$ cat config.mk
export PLATFORM = sky130hd
export DESIGN_NAME = tcwg_timer
export DESIGN_NICKNAME = d
export VERILOG_FILES = /design/src/include/tcwg_pkg.sv /design/src/core/tcwg_prescale.sv /design/src/core/tcwg_timer.sv
export VERILOG_INCLUDE_DIRS = /design/src /design/src/include
export SDC_FILE = /design/constraint.sdc
export NUM_CORES = 1
export LEC_CHECK = 0
export ABC_CLOCK_PERIOD_IN_PS = 9200
export BUFFER_PORTS_ARGS = -buffer_cell sky130_fd_sc_hd__buf_2
export CORE_ASPECT_RATIO = 0.5
export CORE_UTILIZATION = 50
export CTS_CLUSTER_SIZE = 25
export DETAILED_ROUTE_END_ITERATION = 7
export GPL_TIMING_DRIVEN = 0
export PLACE_DENSITY = 0.79
export SYNTH_ARGS = -nofsm -noshare
export SYNTH_HDL_FRONTEND = slang
export SYNTH_SLANG_ARGS = --single-unit
$ cat constraint.sdc
create_clock -name pclk -period 9.2 [get_ports pclk]
set_input_delay 1.84 -clock pclk [delete_from_list [all_inputs] [get_ports pclk]]
set_output_delay 1.84 -clock pclk [all_outputs]
set_load 0.05 [all_outputs]
$ cat src/include/tcwg_consts.svh
// constants for the timer compare and waveform block
// assumes a 32-bit apb slave with word-aligned registers
`ifndef TCWG_CONSTS_SVH
`define TCWG_CONSTS_SVH
`define TCWG_OFF_CTRLA 12'h000
`define TCWG_OFF_WAVE 12'h004
`define TCWG_OFF_CTRLE 12'h008
`define TCWG_OFF_CMDSET 12'h00C
`define TCWG_OFF_BVALID 12'h010
`define TCWG_OFF_FLAGS 12'h014
`define TCWG_OFF_COUNT 12'h018
`define TCWG_OFF_PER 12'h01C
`define TCWG_OFF_PERIOD_BUFFER 12'h020
`define TCWG_OFF_CMP0 12'h024
`define TCWG_OFF_CMPBUF0 12'h030
`define TCWG_OFF_PINOUT 12'h03C
`define TCWG_PER_RESET 16'hFFFF
`define TCWG_CMD_POS 2
`define TCWG_CMD_NONE 2'h0
`define TCWG_CMD_UPDATE 2'h1
`define TCWG_CMD_RESTART 2'h2
`define TCWG_CMD_RESET 2'h3
`define TCWG_WGM_NORMAL 2'h0
`define TCWG_WGM_FRQ 2'h1
`define TCWG_WGM_SS 2'h2
`define TCWG_WGM_DS 2'h3
`endif

$ cat src/include/tcwg_pkg.sv
// types for the timer compare and waveform block
// assumes tcwg_consts.svh for numeric constants
package tcwg_pkg;
  typedef logic [15:0] tcwg_word_t;
  typedef enum logic [1:0] {
    TCWG_NORMAL = 2'b00,
    TCWG_FREQ = 2'b01,
    TCWG_SINGLE = 2'b10,
    TCWG_DUAL = 2'b11
  } tcwg_mode_e;
endpackage : tcwg_pkg

$ cat src/core/tcwg_prescale.sv
// prescaler producing one-cycle timer tick enables
// assumes pclk is the peripheral clock
`timescale 1ns/1ps
module tcwg_prescale
  import tcwg_pkg::*;
(
  input wire logic pclk,
  input wire logic presetn,
  input wire logic run,
  input wire logic [2:0] prescale_select,
  output logic tick
);
  logic [9:0] div_q;
  logic [9:0] lim;

  always_comb begin
    unique case (prescale_select)
      3'h0: lim = 10'h000;
      3'h1: lim = 10'h001;
      3'h2: lim = 10'h003;
      3'h3: lim = 10'h007;
      3'h4: lim = 10'h00F;
      3'h5: lim = 10'h03F;
      3'h6: lim = 10'h0FF;
      3'h7: lim = 10'h3FF;
    endcase
  end

  always_ff @(posedge pclk or negedge presetn) begin
    if (!presetn) begin
      div_q <= 10'h000;
    end else if (!run || div_q >= lim) begin
      div_q <= 10'h000;
    end else begin
      div_q <= div_q + 10'h001;
    end
  end

  assign tick = run && (div_q >= lim);
endmodule : tcwg_prescale

$ cat src/core/tcwg_timer.sv
// compare channels, buffering and waveform outputs of a 16-bit timer
// assumes an apb master on pclk; one tick enable from the prescaler
`timescale 1ns/1ps
`include "tcwg_consts.svh"
module tcwg_timer
  import tcwg_pkg::*;
(
  input wire logic pclk,
  input wire logic presetn,
  input wire logic psel,
  input wire logic penable,
  input wire logic pwrite,
  input wire logic [11:0] paddr,
  input wire logic [31:0] pwdata,
  input wire logic [2:0] port_out,
  output logic [31:0] prdata,
  output logic pready,
  output logic pslverr,
  output logic [2:0] pin_out
);
  // ---------------------------------------------------------------
  // registers
  // ---------------------------------------------------------------
  logic enable_q;
  logic [2:0] presc_q;
  tcwg_mode_e mode_q;
  logic [2:0] chan_en_q;
  logic dir_q;
  logic lock_q;
  logic buf_en_q;
  logic [3:0] bv_q;
  logic [3:0] flag_q;
  tcwg_word_t cnt_q;
  tcwg_word_t per_q;
  tcwg_word_t period_buffer_q;
  tcwg_word_t cmp_q [3];
  tcwg_word_t cmpbuf_q [3];
  logic [2:0] wo_q;
  logic [2:0] match_q;
  logic top_q;
  logic [31:0] prdata_q;
  logic pready_q;
  logic pslverr_q;
  logic [2:0] pin_q;

  logic tick;
  logic wr;
  logic rd;
  logic [1:0] cmd;
  logic do_restart;
  logic do_reset;
  logic at_top;
  logic at_bot;
  logic upd_cond;
  logic upd_now;
  logic [2:0] match;
  logic mapped;
  tcwg_word_t top_val;

  tcwg_prescale u_presc (
    .pclk(pclk),
    .presetn(presetn),
    .run(enable_q),
    .prescale_select(presc_q),
    .tick(tick)
  );

  // access phase lasts two cycles; pready is registered and answers in the cycle after the first access cycle
  assign wr = psel && penable && pwrite && !pready_q;
  assign rd = psel && penable && !pwrite && !pready_q;
  assign cmd = (wr && paddr == `TCWG_OFF_CMDSET) ?
    pwdata[`TCWG_CMD_POS+1:`TCWG_CMD_POS] : `TCWG_CMD_NONE;
  assign do_restart = (cmd == `TCWG_CMD_RESTART);
  // reset only honoured while stopped
  assign do_reset = (cmd == `TCWG_CMD_RESET) && !enable_q;

  assign top_val = (mode_q == TCWG_FREQ) ? cmp_q[0] : per_q;
  assign at_top = (cnt_q == top_val);
  assign at_bot = (cnt_q == 16'h0000);

  // update point: top for up-counting, bottom for dual slope / down
  always_comb begin
    if (mode_q == TCWG_DUAL) begin
      upd_cond = tick && at_bot && dir_q;
    end else if (dir_q) begin
      upd_cond = tick && at_bot;
    end else begin
      upd_cond = tick && at_top;
    end
  end
  assign upd_now = (upd_cond && !lock_q) ||
    (cmd == `TCWG_CMD_UPDATE);

  // ---------------------------------------------------------------
  // control registers
  // ---------------------------------------------------------------
  always_ff @(posedge pclk or negedge presetn) begin
    if (!presetn) begin
      enable_q <= 1'b0;
      presc_q <= 3'h0;
      mode_q <= TCWG_NORMAL;
      chan_en_q <= 3'h0;
      lock_q <= 1'b0;
      buf_en_q <= 1'b0;
    end else if (do_reset) begin
      enable_q <= 1'b0;
      presc_q <= 3'h0;
      mode_q <= TCWG_NORMAL;
      chan_en_q <= 3'h0;
      lock_q <= 1'b0;
      buf_en_q <= 1'b0;
    end else if (wr) begin
      if (paddr == `TCWG_OFF_CTRLA) begin
        enable_q <= pwdata[0];
        presc_q <= pwdata[3:1];
      end
      if (paddr == `TCWG_OFF_WAVE) begin
        mode_q <= tcwg_mode_e'(pwdata[1:0]);
        chan_en_q <= pwdata[6:4];
      end
      if (paddr == `TCWG_OFF_CTRLE) begin
        lock_q <= pwdata[1];
        buf_en_q <= pwdata[2];
      end
    end
  end

  // ---------------------------------------------------------------
  // counter and direction
  // ---------------------------------------------------------------
  always_ff @(posedge pclk or negedge presetn) begin
    if (!presetn) begin
      cnt_q <= 16'h0000;
      dir_q <= 1'b0;
    end else if (do_reset || do_restart) begin
      cnt_q <= 16'h0000;
      dir_q <= 1'b0;
    end else if (wr && paddr == `TCWG_OFF_COUNT) begin
      cnt_q <= pwdata[15:0];
    end else if (wr && paddr == `TCWG_OFF_CTRLE && mode_q != TCWG_DUAL) begin
      dir_q <= pwdata[0];
    end else if (tick) begin
      if (mode_q == TCWG_DUAL) begin
        // turn around at top and at bottom
        if (!dir_q && at_top) begin
          dir_q <= 1'b1;
          cnt_q <= cnt_q - 16'h0001;
        end else if (dir_q && at_bot) begin
          dir_q <= 1'b0;
          cnt_q <= cnt_q + 16'h0001;
        end else if (dir_q) begin
          cnt_q <= cnt_q - 16'h0001;
        end else begin
          cnt_q <= cnt_q + 16'h0001;
        end
      end else if (dir_q) begin
        cnt_q <= at_bot ? top_val : cnt_q - 16'h0001;
      end else if (at_top) begin
        cnt_q <= 16'h0000;
      end else begin
        // a count above a lowered top runs on to wrap at all ones
        cnt_q <= cnt_q + 16'h0001;
      end
    end
  end

  // ---------------------------------------------------------------
  // period, compare and buffers
  // ---------------------------------------------------------------
  always_ff @(posedge pclk or negedge presetn) begin
    if (!presetn) begin
      per_q <= `TCWG_PER_RESET;
      period_buffer_q <= `TCWG_PER_RESET;
      bv_q[0] <= 1'b0;
    end else if (do_reset) begin
      per_q <= `TCWG_PER_RESET;
      period_buffer_q <= `TCWG_PER_RESET;
      bv_q[0] <= 1'b0;
    end else begin
      if (wr && paddr == `TCWG_OFF_PER) begin
        per_q <= pwdata[15:0];
      end else if (upd_now && bv_q[0]) begin
        per_q <= period_buffer_q;
      end
      if (wr && paddr == `TCWG_OFF_PERIOD_BUFFER) begin
        period_buffer_q <= pwdata[15:0];
        bv_q[0] <= buf_en_q;
      end else if (upd_now) begin
        bv_q[0] <= 1'b0;
      end
    end
  end

  genvar gi;
  generate
    for (gi = 0; gi < 3; gi++) begin : g_ch
      localparam logic [11:0] CMPA = `TCWG_OFF_CMP0 + 12'(4 * gi);
      localparam logic [11:0] BUFA = `TCWG_OFF_CMPBUF0 + 12'(4 * gi);

      assign match[gi] = (cnt_q == cmp_q[gi]);

      always_ff @(posedge pclk or negedge presetn) begin
        if (!presetn) begin
          cmp_q[gi] <= 16'h0000;
          cmpbuf_q[gi] <= 16'h0000;
          bv_q[gi+1] <= 1'b0;
        end else if (do_reset) begin
          cmp_q[gi] <= 16'h0000;
          cmpbuf_q[gi] <= 16'h0000;
          bv_q[gi+1] <= 1'b0;
        end else begin
          if (wr && paddr == CMPA) begin
            cmp_q[gi] <= pwdata[15:0];
          end else if (upd_now && bv_q[gi+1]) begin
            cmp_q[gi] <= cmpbuf_q[gi];
          end
          if (wr && paddr == BUFA) begin
            cmpbuf_q[gi] <= pwdata[15:0];
            bv_q[gi+1] <= buf_en_q;
          end else if (upd_now) begin
            bv_q[gi+1] <= 1'b0;
          end
        end
      end

      // waveform state, changes on the same tick as the trigger
      always_ff @(posedge pclk or negedge presetn) begin
        if (!presetn) begin
          wo_q[gi] <= 1'b0;
          match_q[gi] <= 1'b0;
        end else if (do_reset || do_restart) begin
          wo_q[gi] <= 1'b0;
          match_q[gi] <= 1'b0;
        end else if (tick) begin
          match_q[gi] <= match[gi];
          unique case (mode_q)
            TCWG_FREQ: if (match[gi]) wo_q[gi] <= ~wo_q[gi];
            TCWG_SINGLE: begin
              // clear wins at bottom so cmp = 0 stays low
              if (match[gi]) wo_q[gi] <= 1'b0;
              else if (at_bot) wo_q[gi] <= 1'b1;
            end
            TCWG_DUAL: begin
              if (match[gi] && at_bot) wo_q[gi] <= 1'b0;
              else if (match[gi] && at_top) wo_q[gi] <= 1'b1;
              else if (match[gi]) wo_q[gi] <= dir_q;
              else if (at_bot) wo_q[gi] <= 1'b1;
            end
            TCWG_NORMAL: wo_q[gi] <= wo_q[gi];
          endcase
        end
      end
    end
  endgenerate

  // ---------------------------------------------------------------
  // sticky flags: set wins over software clear (write one to clear)
  // ---------------------------------------------------------------
  always_ff @(posedge pclk or negedge presetn) begin
    if (!presetn) begin
      flag_q <= 4'h0;
      top_q <= 1'b0;
    end else if (do_reset) begin
      flag_q <= 4'h0;
      top_q <= 1'b0;
    end else begin
      top_q <= tick ? (dir_q ? at_bot : at_top) : top_q;
      for (int i = 0; i < 4; i++) begin
        if (i == 0 && tick && top_q) begin
          flag_q[0] <= 1'b1;
        end else if (i > 0 && tick && match_q[i-1]) begin
          flag_q[i] <= 1'b1;
        end else if (wr && paddr == `TCWG_OFF_FLAGS && pwdata[i]) begin
          flag_q[i] <= 1'b0;
        end
      end
    end
  end

  // ---------------------------------------------------------------
  // pins and bus answer
  // ---------------------------------------------------------------
  always_ff @(posedge pclk or negedge presetn) begin
    if (!presetn) begin
      pin_q <= 3'h0;
    end else begin
      for (int i = 0; i < 3; i++) begin
        pin_q[i] <= (chan_en_q[i] && mode_q != TCWG_NORMAL) ?
          wo_q[i] : port_out[i];
      end
    end
  end

  always_comb begin
    mapped = 1'b1;
    unique case (paddr)
      `TCWG_OFF_CTRLA: prdata_q = {28'h0, presc_q, enable_q};
      `TCWG_OFF_WAVE: prdata_q = {25'h0, chan_en_q, 2'h0, mode_q};
      `TCWG_OFF_CTRLE: prdata_q = {29'h0, buf_en_q, lock_q, dir_q};
      `TCWG_OFF_CMDSET: prdata_q = 32'h0;
      `TCWG_OFF_BVALID: prdata_q = {28'h0, bv_q};
      `TCWG_OFF_FLAGS: prdata_q = {28'h0, flag_q};
      `TCWG_OFF_COUNT: prdata_q = {16'h0, cnt_q};
      `TCWG_OFF_PER: prdata_q = {16'h0, per_q};
      `TCWG_OFF_PERIOD_BUFFER: prdata_q = {16'h0, period_buffer_q};
      12'h024: prdata_q = {16'h0, cmp_q[0]};
      12'h028: prdata_q = {16'h0, cmp_q[1]};
      12'h02C: prdata_q = {16'h0, cmp_q[2]};
      12'h030: prdata_q = {16'h0, cmpbuf_q[0]};
      12'h034: prdata_q = {16'h0, cmpbuf_q[1]};
      12'h038: prdata_q = {16'h0, cmpbuf_q[2]};
      `TCWG_OFF_PINOUT: prdata_q = {29'h0, wo_q};
      default: begin
        prdata_q = 32'h0;
        mapped = 1'b0;
      end
    endcase
  end

  always_ff @(posedge pclk or negedge presetn) begin
    if (!presetn) begin
      pready_q <= 1'b0;
      pslverr_q <= 1'b0;
      prdata <= 32'h0;
    end else begin
      pready_q <= psel && penable && !pready_q;
      pslverr_q <= psel && penable && !pready_q && !mapped;
      if (rd) prdata <= prdata_q;
    end
  end

  assign pready = pready_q;
  assign pslverr = pslverr_q;
  assign pin_out = pin_q;
endmodule : tcwg_timer

* Word-level counts from Yosys, hierarchy flattened
Memories as Yosys holds them, arrays and structs flattened.
Index checks and enable logic that the tools add are counted.
** Word-level totals
- Register bits after elaboration :: 218
- ROM bits :: 80
- Memories kept :: 1
- Output and inout bits :: 37
** Memory list
- (name not given) :: depth 8, bits a word 10, read ports 1, clocked after memory_dff 0, write ports 0, line tcwg_prescale.sv:17 : unique case (prescale_select)
** Operators by class
- Reductions and logical operators :: 97
- Equality and inequality tests :: 32
- Add/sub/neg operators :: 3
- Bitwise gates (word level) :: 3
- Order comparisons :: 1
- Muxes and demuxes :: 120
** Operators with widths (number)
- $mux 16 :: 32
- $pmux 16 s15 :: 1
- $eq 12x6->1 const B :: 8
- $mux 1 :: 72
- $eq 16x16->1 :: 4
- $logic_and 1x1->1 :: 49
- $eq 12x5->1 const B :: 4
- $reduce_bool 3->1 :: 15
- $eq 12x4->1 const B :: 2
- $reduce_bool 2->1 :: 11
- $mux 3 :: 6
- $add 16x1->16 const B :: 1
- $logic_not 16->1 :: 1
- $reduce_or 16->1 :: 1
- $sub 16x1->16 const B :: 1
- $eq 12x3->1 const B :: 1
- $logic_not 12->1 :: 1
- $ne 3x2->1 const B :: 4
- $add 10x1->10 const B :: 1
- $ge 10x10->1 :: 1
- $mux 10 :: 1
- $pmux 1 s3 :: 3
- $reduce_and 3->1 :: 3
- $eq 2x2->1 const B :: 4
- 12 further kinds :: 29

* Logic depth before layout (Yosys ltp)
- Depth in word-level cells :: 12
- Depth in mapped cells :: 13
- Mapped depth without buffers :: 10

* Cells and area by module
From an unflattened synthesis, not the netlist that was laid out.
** Unflattened totals
- Cells, all modules :: 1317
- Area total of the unflattened synthesis :: 12378.1 µm²
** Modules (own cells, without submodules)
- tcwg_timer :: seq. area each 4844.6 µm², cells an instance 1240, area an instance 11626.2 µm², times used 1
- tcwg_prescale :: seq. area each 250.2 µm², cells an instance 77, area an instance 752.0 µm², times used 1

* Worst setup path before layout
OpenSTA, ideal clock, no wires.
- Path kind :: input to register
- From :: input paddr[4]
- To :: register cmp_q[22] (netlist bit)
- Arrival time :: 4.297 ns
- Data required time :: 9.072 ns
- Path buffers :: 2
- Setup time :: 0.128 ns
- Slack :: 4.776 ns
- Stages :: 9
- Cells stage by stage :: or4_1 -> clkbuf_1 -> or2_2 -> or4_1 -> o21ai_0 -> o21a_4 -> a211oi_2 -> buf_2 -> mux2_1
** On the way
- Cells in the longest elaborated chain, start to end :: 7
** RTL lines
- from (decl) :: line tcwg_timer.sv:13 : input wire logic [11:0] paddr,
- $eq 12x4->1
- $logic_and 1x1->1 (no source line)
- $mux 2 (no source line)
- $eq 2x1->1 (no source line)
- $logic_or 1x1->1 :: line tcwg_timer.sv:91 : assign upd_now = (upd_cond && !lock_q) ||
- $logic_and 1x1->1 :: line tcwg_timer.sv:214 : end else if (upd_now && bv_q[gi+1]) begin
- $reduce_bool 3->1 (no source line)
- to (signal, indexed assignment) :: line tcwg_timer.sv:213 : cmp_q[gi] <= pwdata[15:0];
- to (signal, indexed assignment) :: line tcwg_timer.sv:215 : cmp_q[gi] <= cmpbuf_q[gi];
- to (decl) :: line tcwg_timer.sv:36 : tcwg_word_t cmp_q [3];
Several ways; a longest one is shown, not always the timed one.
A chain may end at the register's enable or synchronous reset.

* Worst setup path in the final report
- From :: input paddr[1]
- To :: register cmpbuf_q[33] (netlist bit)
** On the way
- Cells in the longest elaborated chain, start to end :: 6
** RTL lines
- $eq 12x4->1
- $logic_and 1x1->1 (no source line)
- $mux 2 (no source line)
- $eq 2x2->1 (no source line)
- $logic_and 1x1->1 :: line tcwg_timer.sv:75 : assign do_reset = (cmd == `TCWG_CMD_RESET) && !enable_q;
- $mux 16 / $reduce_bool 2->1 (equally long branches)
- to (signal, indexed assignment) :: line tcwg_timer.sv:218 : cmpbuf_q[gi] <= pwdata[15:0];
- to (decl) :: line tcwg_timer.sv:37 : tcwg_word_t cmpbuf_q [3];
Several ways; a longest one is shown, not always the timed one.

==> flow_metrics.py <==
metrics = {
    "outcome": {
        "status": "finished, violations left",
        "violations": "DRC, capacitance limit",
    },
    "min_path": {
        "hold_end": "prdata[1]",
        "hp-class": "reg -> reg",
        "min_path_cells": 1,
        "hold_start": "prdata[1]",
    },
    "place": {
        "portBuffers": 43,
        "place_area_um2": 13400,
        "gp_congestion": 1.02,
        "hpwl_um": 37800,
    },
    "routing": {
        "met2_length_um": 19500,
        "dr.pass1.iters": 8,
        "highest_layer": "met4",
        "vias": 12300,
        "ant_nets": 0,
        "finalWirelength_um": 49400,
        "drtIter0Drc": 2071,
        "wl_per_cell_um": 27.3,
        "drcViolationCount": 4,
        "wl_met1_um": 21000,
        "vias_per_cell": 6.82,
        "dr_wl_met3_um": 7910,
    },
    "yosys": {
        "synthCells": 1377,
        "synth_seq_cells": 202,
        "ys_types": 70,
        "synth_area_per_cell_um2": 9.22,
        "synth_edf_count": 0,
        "yosysSeqAreaShare": 0.401,
        "async_flop_share": 1.00,
        "synth_commonest_cells": "dfrtp_1, nor2_1, mux2i_1, nand2_1, clkbuf_1",
        "netlist.area_leader.share": 0.335,
        "ys.flop_type": "dfrtp_1",
        "yosysMostFrequentCell": "dfrtp_1",
        "yosys.area.top_type": "dfrtp_1",
        "yosys_warnings": 0,
        "synthTopCellsByArea": "dfrtp_1, mux2i_1, dfstp_2",
        "syn-cell-area_um2": 12700,
    },
    "clocking": {
        "clock_latency_ps": 540,
        "cts_root_buffer": "clkbuf_16",
        "cts_buffers": 21,
        "cts_hold_buf": 0,
        "htreeDepth": 1,
        "cts_tree": "yes",
        "cts_resized": 0,
        "clkTransAtPathRegs_ps": 60,
        "clk_path_buf_depth": 3,
        "clock-sinks": 202,
        "cts_setup_buffers": 0,
    },
    "layout": {
        "layout.nets": 1525,
        "drive_gt1_frac": 0.125,
        "synthToLayoutAreaGrowth_pct": 11.1,
        "fillers": 2153,
        "fin_area_um2": 14100,
        "n_antenna_cell": 0,
    },
    "global_route": {
        "grt_usage": 0.387,
        "grt_max_degree": 125,
        "grt_pass1_wl_um": 74400,
        "overflow": 0,
        "grt_pass1_vias": 11700,
        "antenna_found_initial": 0,
    },
    "power_and_ir_drop": {
        "switching_share": 0.275,
        "p_comb_frac": 0.085,
        "p_clk_frac": 0.449,
        "ir_drop_uv": 119,
        "p_switching_uw": 540,
        "power_density_nw_per_um2": 139,
        "intPower_uw": 1420,
        "pwr-share-seq": 0.465,
        "p_leak_uw": 0.00607,
    },
    "worst_setup_path": {
        "crit_chain": "buf_2 > nor4_1 > nand2_1 > nor2_1 > and4_1 > clkbuf_1 > buf_1 > clkbuf_1 > nor2_1",
        "critPathTopFamily": "buffers and inverters",
        "reg2reg_depth": 10,
        "cp_max_fo": 10,
        "path_buf_inv": 4,
        "cpPeakStageDelay_ps": 670,
        "r2r-start": "cnt_q[6]",
        "slowest_stage": "clkbuf_1",
        "required_ps": 9570,
        "rrSetupSlack_ps": 4620,
        "cp-end-kind": "register",
        "r2r-end": "cmp_q[7]",
        "arrival_ps": 5350,
        "cp-start-kind": "input pin",
        "worstSetupPathType": "in -> reg",
    },
    "timing": {
        "setup_violations": 0,
        "finalHoldViolCount": 0,
        "period_share": 0.541,
        "slew-limit-headroom": 0.0279,
        "max_freq_ghz": 0.201,
        "tightest_slew_ps": 1420,
        "rsz0062_at_grt": "no",
        "setup_tns_ps": 0,
        "finClkSkew_ps": 18.2,
        "slew_viol_final": 0,
        "holdWs_ps": 491,
        "finalCriticalPeriod_ps": 4980,
    },
    "floorplanning": {
        "start_util": 0.519,
        "rows": 40,
        "die_x_um": 227,
        "fp.coreArea_um2": 24500,
        "fp.dieH_um": 115,
        "boundaryPins": 89,
        "dieArea_um2": 26100,
    },
    "flow_run": {
        "maxCapViolCount": 1,
    },
}
[layout by cell type (no fill, tap or decap), types with 11 or more instances in the layout]
cell       count
dfrtp_1      170
nor2_1       151
mux2i_1      120
nand2_1      115
clkbuf_1      89
nand3_1       53
a21oi_1       51
buf_2         51
xor2_1        45
nor3_1        39
o21ai_0       35
a22oi_1       32
dfstp_2       32
mux2_2        27
a31oi_1       26
inv_1         25
a22o_1        24
clkbuf_16     22
a222oi_1      20
a21o_1        20
a221oi_1      19
xnor2_1       18
buf_4         17
mux2_1        16
conb_1        16
nor4_1        15
ha_1          14
buf_1         13
nand2b_1      13
nand4_1       13
and3_1        11
[how the worst max path moves through the flow]
stage                  start  cells past startpoint  slack [ps]            to
floorplan           paddr[4]                      9        4780     cmp_q[22]
global placement     presetn                      1        2970      cnt_q[9]
detailed placement  paddr[4]                     11        3880      cnt_q[8]
CTS                 paddr[1]                      9        4420         top_q
global route        paddr[1]                     10        4020      cnt_q[8]
finish              paddr[1]                      9        4220  cmpbuf_q[33]
[power groups by stage]
stage               logic [uW]  clock network [uW]  registers [uW]
floorplan                 58.6                   0             969
global placement           161                   0             927
detailed placement         164                   0             928
CTS                        165                 878             912
global route               177                 915             913
finish                     167                 881             913
[worst register-to-register path, cell delays in order (launching register included)]
cell       delay, ps
dfrtp_1          320
clkbuf_1         430
xnor2_1          190
nand2_1          100
a2111oi_0        820
a32oi_1          520
nor4_4           730
o221ai_1         600
clkbuf_1         400
nor3_1           280
a21o_1           110
[cells by family after synthesis]
group           after synthesis  synth area share
fa+ha+maj                    14            0.0138
other cells                   1          0.000295
compound gates              320             0.186
mux                         163             0.133
buf+inv                     152            0.0508
xor+xnor                     63            0.0434
flops                       202             0.401
simple gates                462             0.172
[cell type report]
cell class	instances	area, um^2	share of cell area
buffer	125	544	0.0386
clock buffer	26	576	0.0408
clock inverter	12	110	0.00780
inverter	27	101	0.00718
multi-input combinational	1038	7020	0.497
sequential	202	5090	0.361
tap	336	420	0.0298
timing repair buffer	44	253	0.0179
[routing by layer]
layer	global-route usage	vias up
met5	0	-
met4	0.0805	0
met3	0.135	104
met2	0.533	964
met1	0.580	6050
li1	-	5219
[state kept, by name (all words and copies together), names as in the netlist]
name,count
bv_q,4
cmp_q,48
prdata,16
u_presc.div_q,10
dir_q,1
per_q,16
pready,1
pslverr,1
enable_q,1
mode_q,2
buf_en_q,1
wo_q,3
match_q,3
chan_en_q,3
pin_out,3
cmpbuf_q,48
cnt_q,16
flag_q,4
lock_q,1
top_q,1
period_buffer_q,16
presc_q,3
[per-stage QoR]
stage                      util  setup slack (ps)  cells  power [uW]
after floorplan               -              4780   1392        1030
after global placement    0.547              2970   1771        1090
after detailed placement  0.549              3880   1772        1090
after CTS                 0.577              4420   1810        1950
after global routing      0.577              4020   1810        2000
final                     0.577              4220   1810        1960
(Power assumes the default switching activity.)
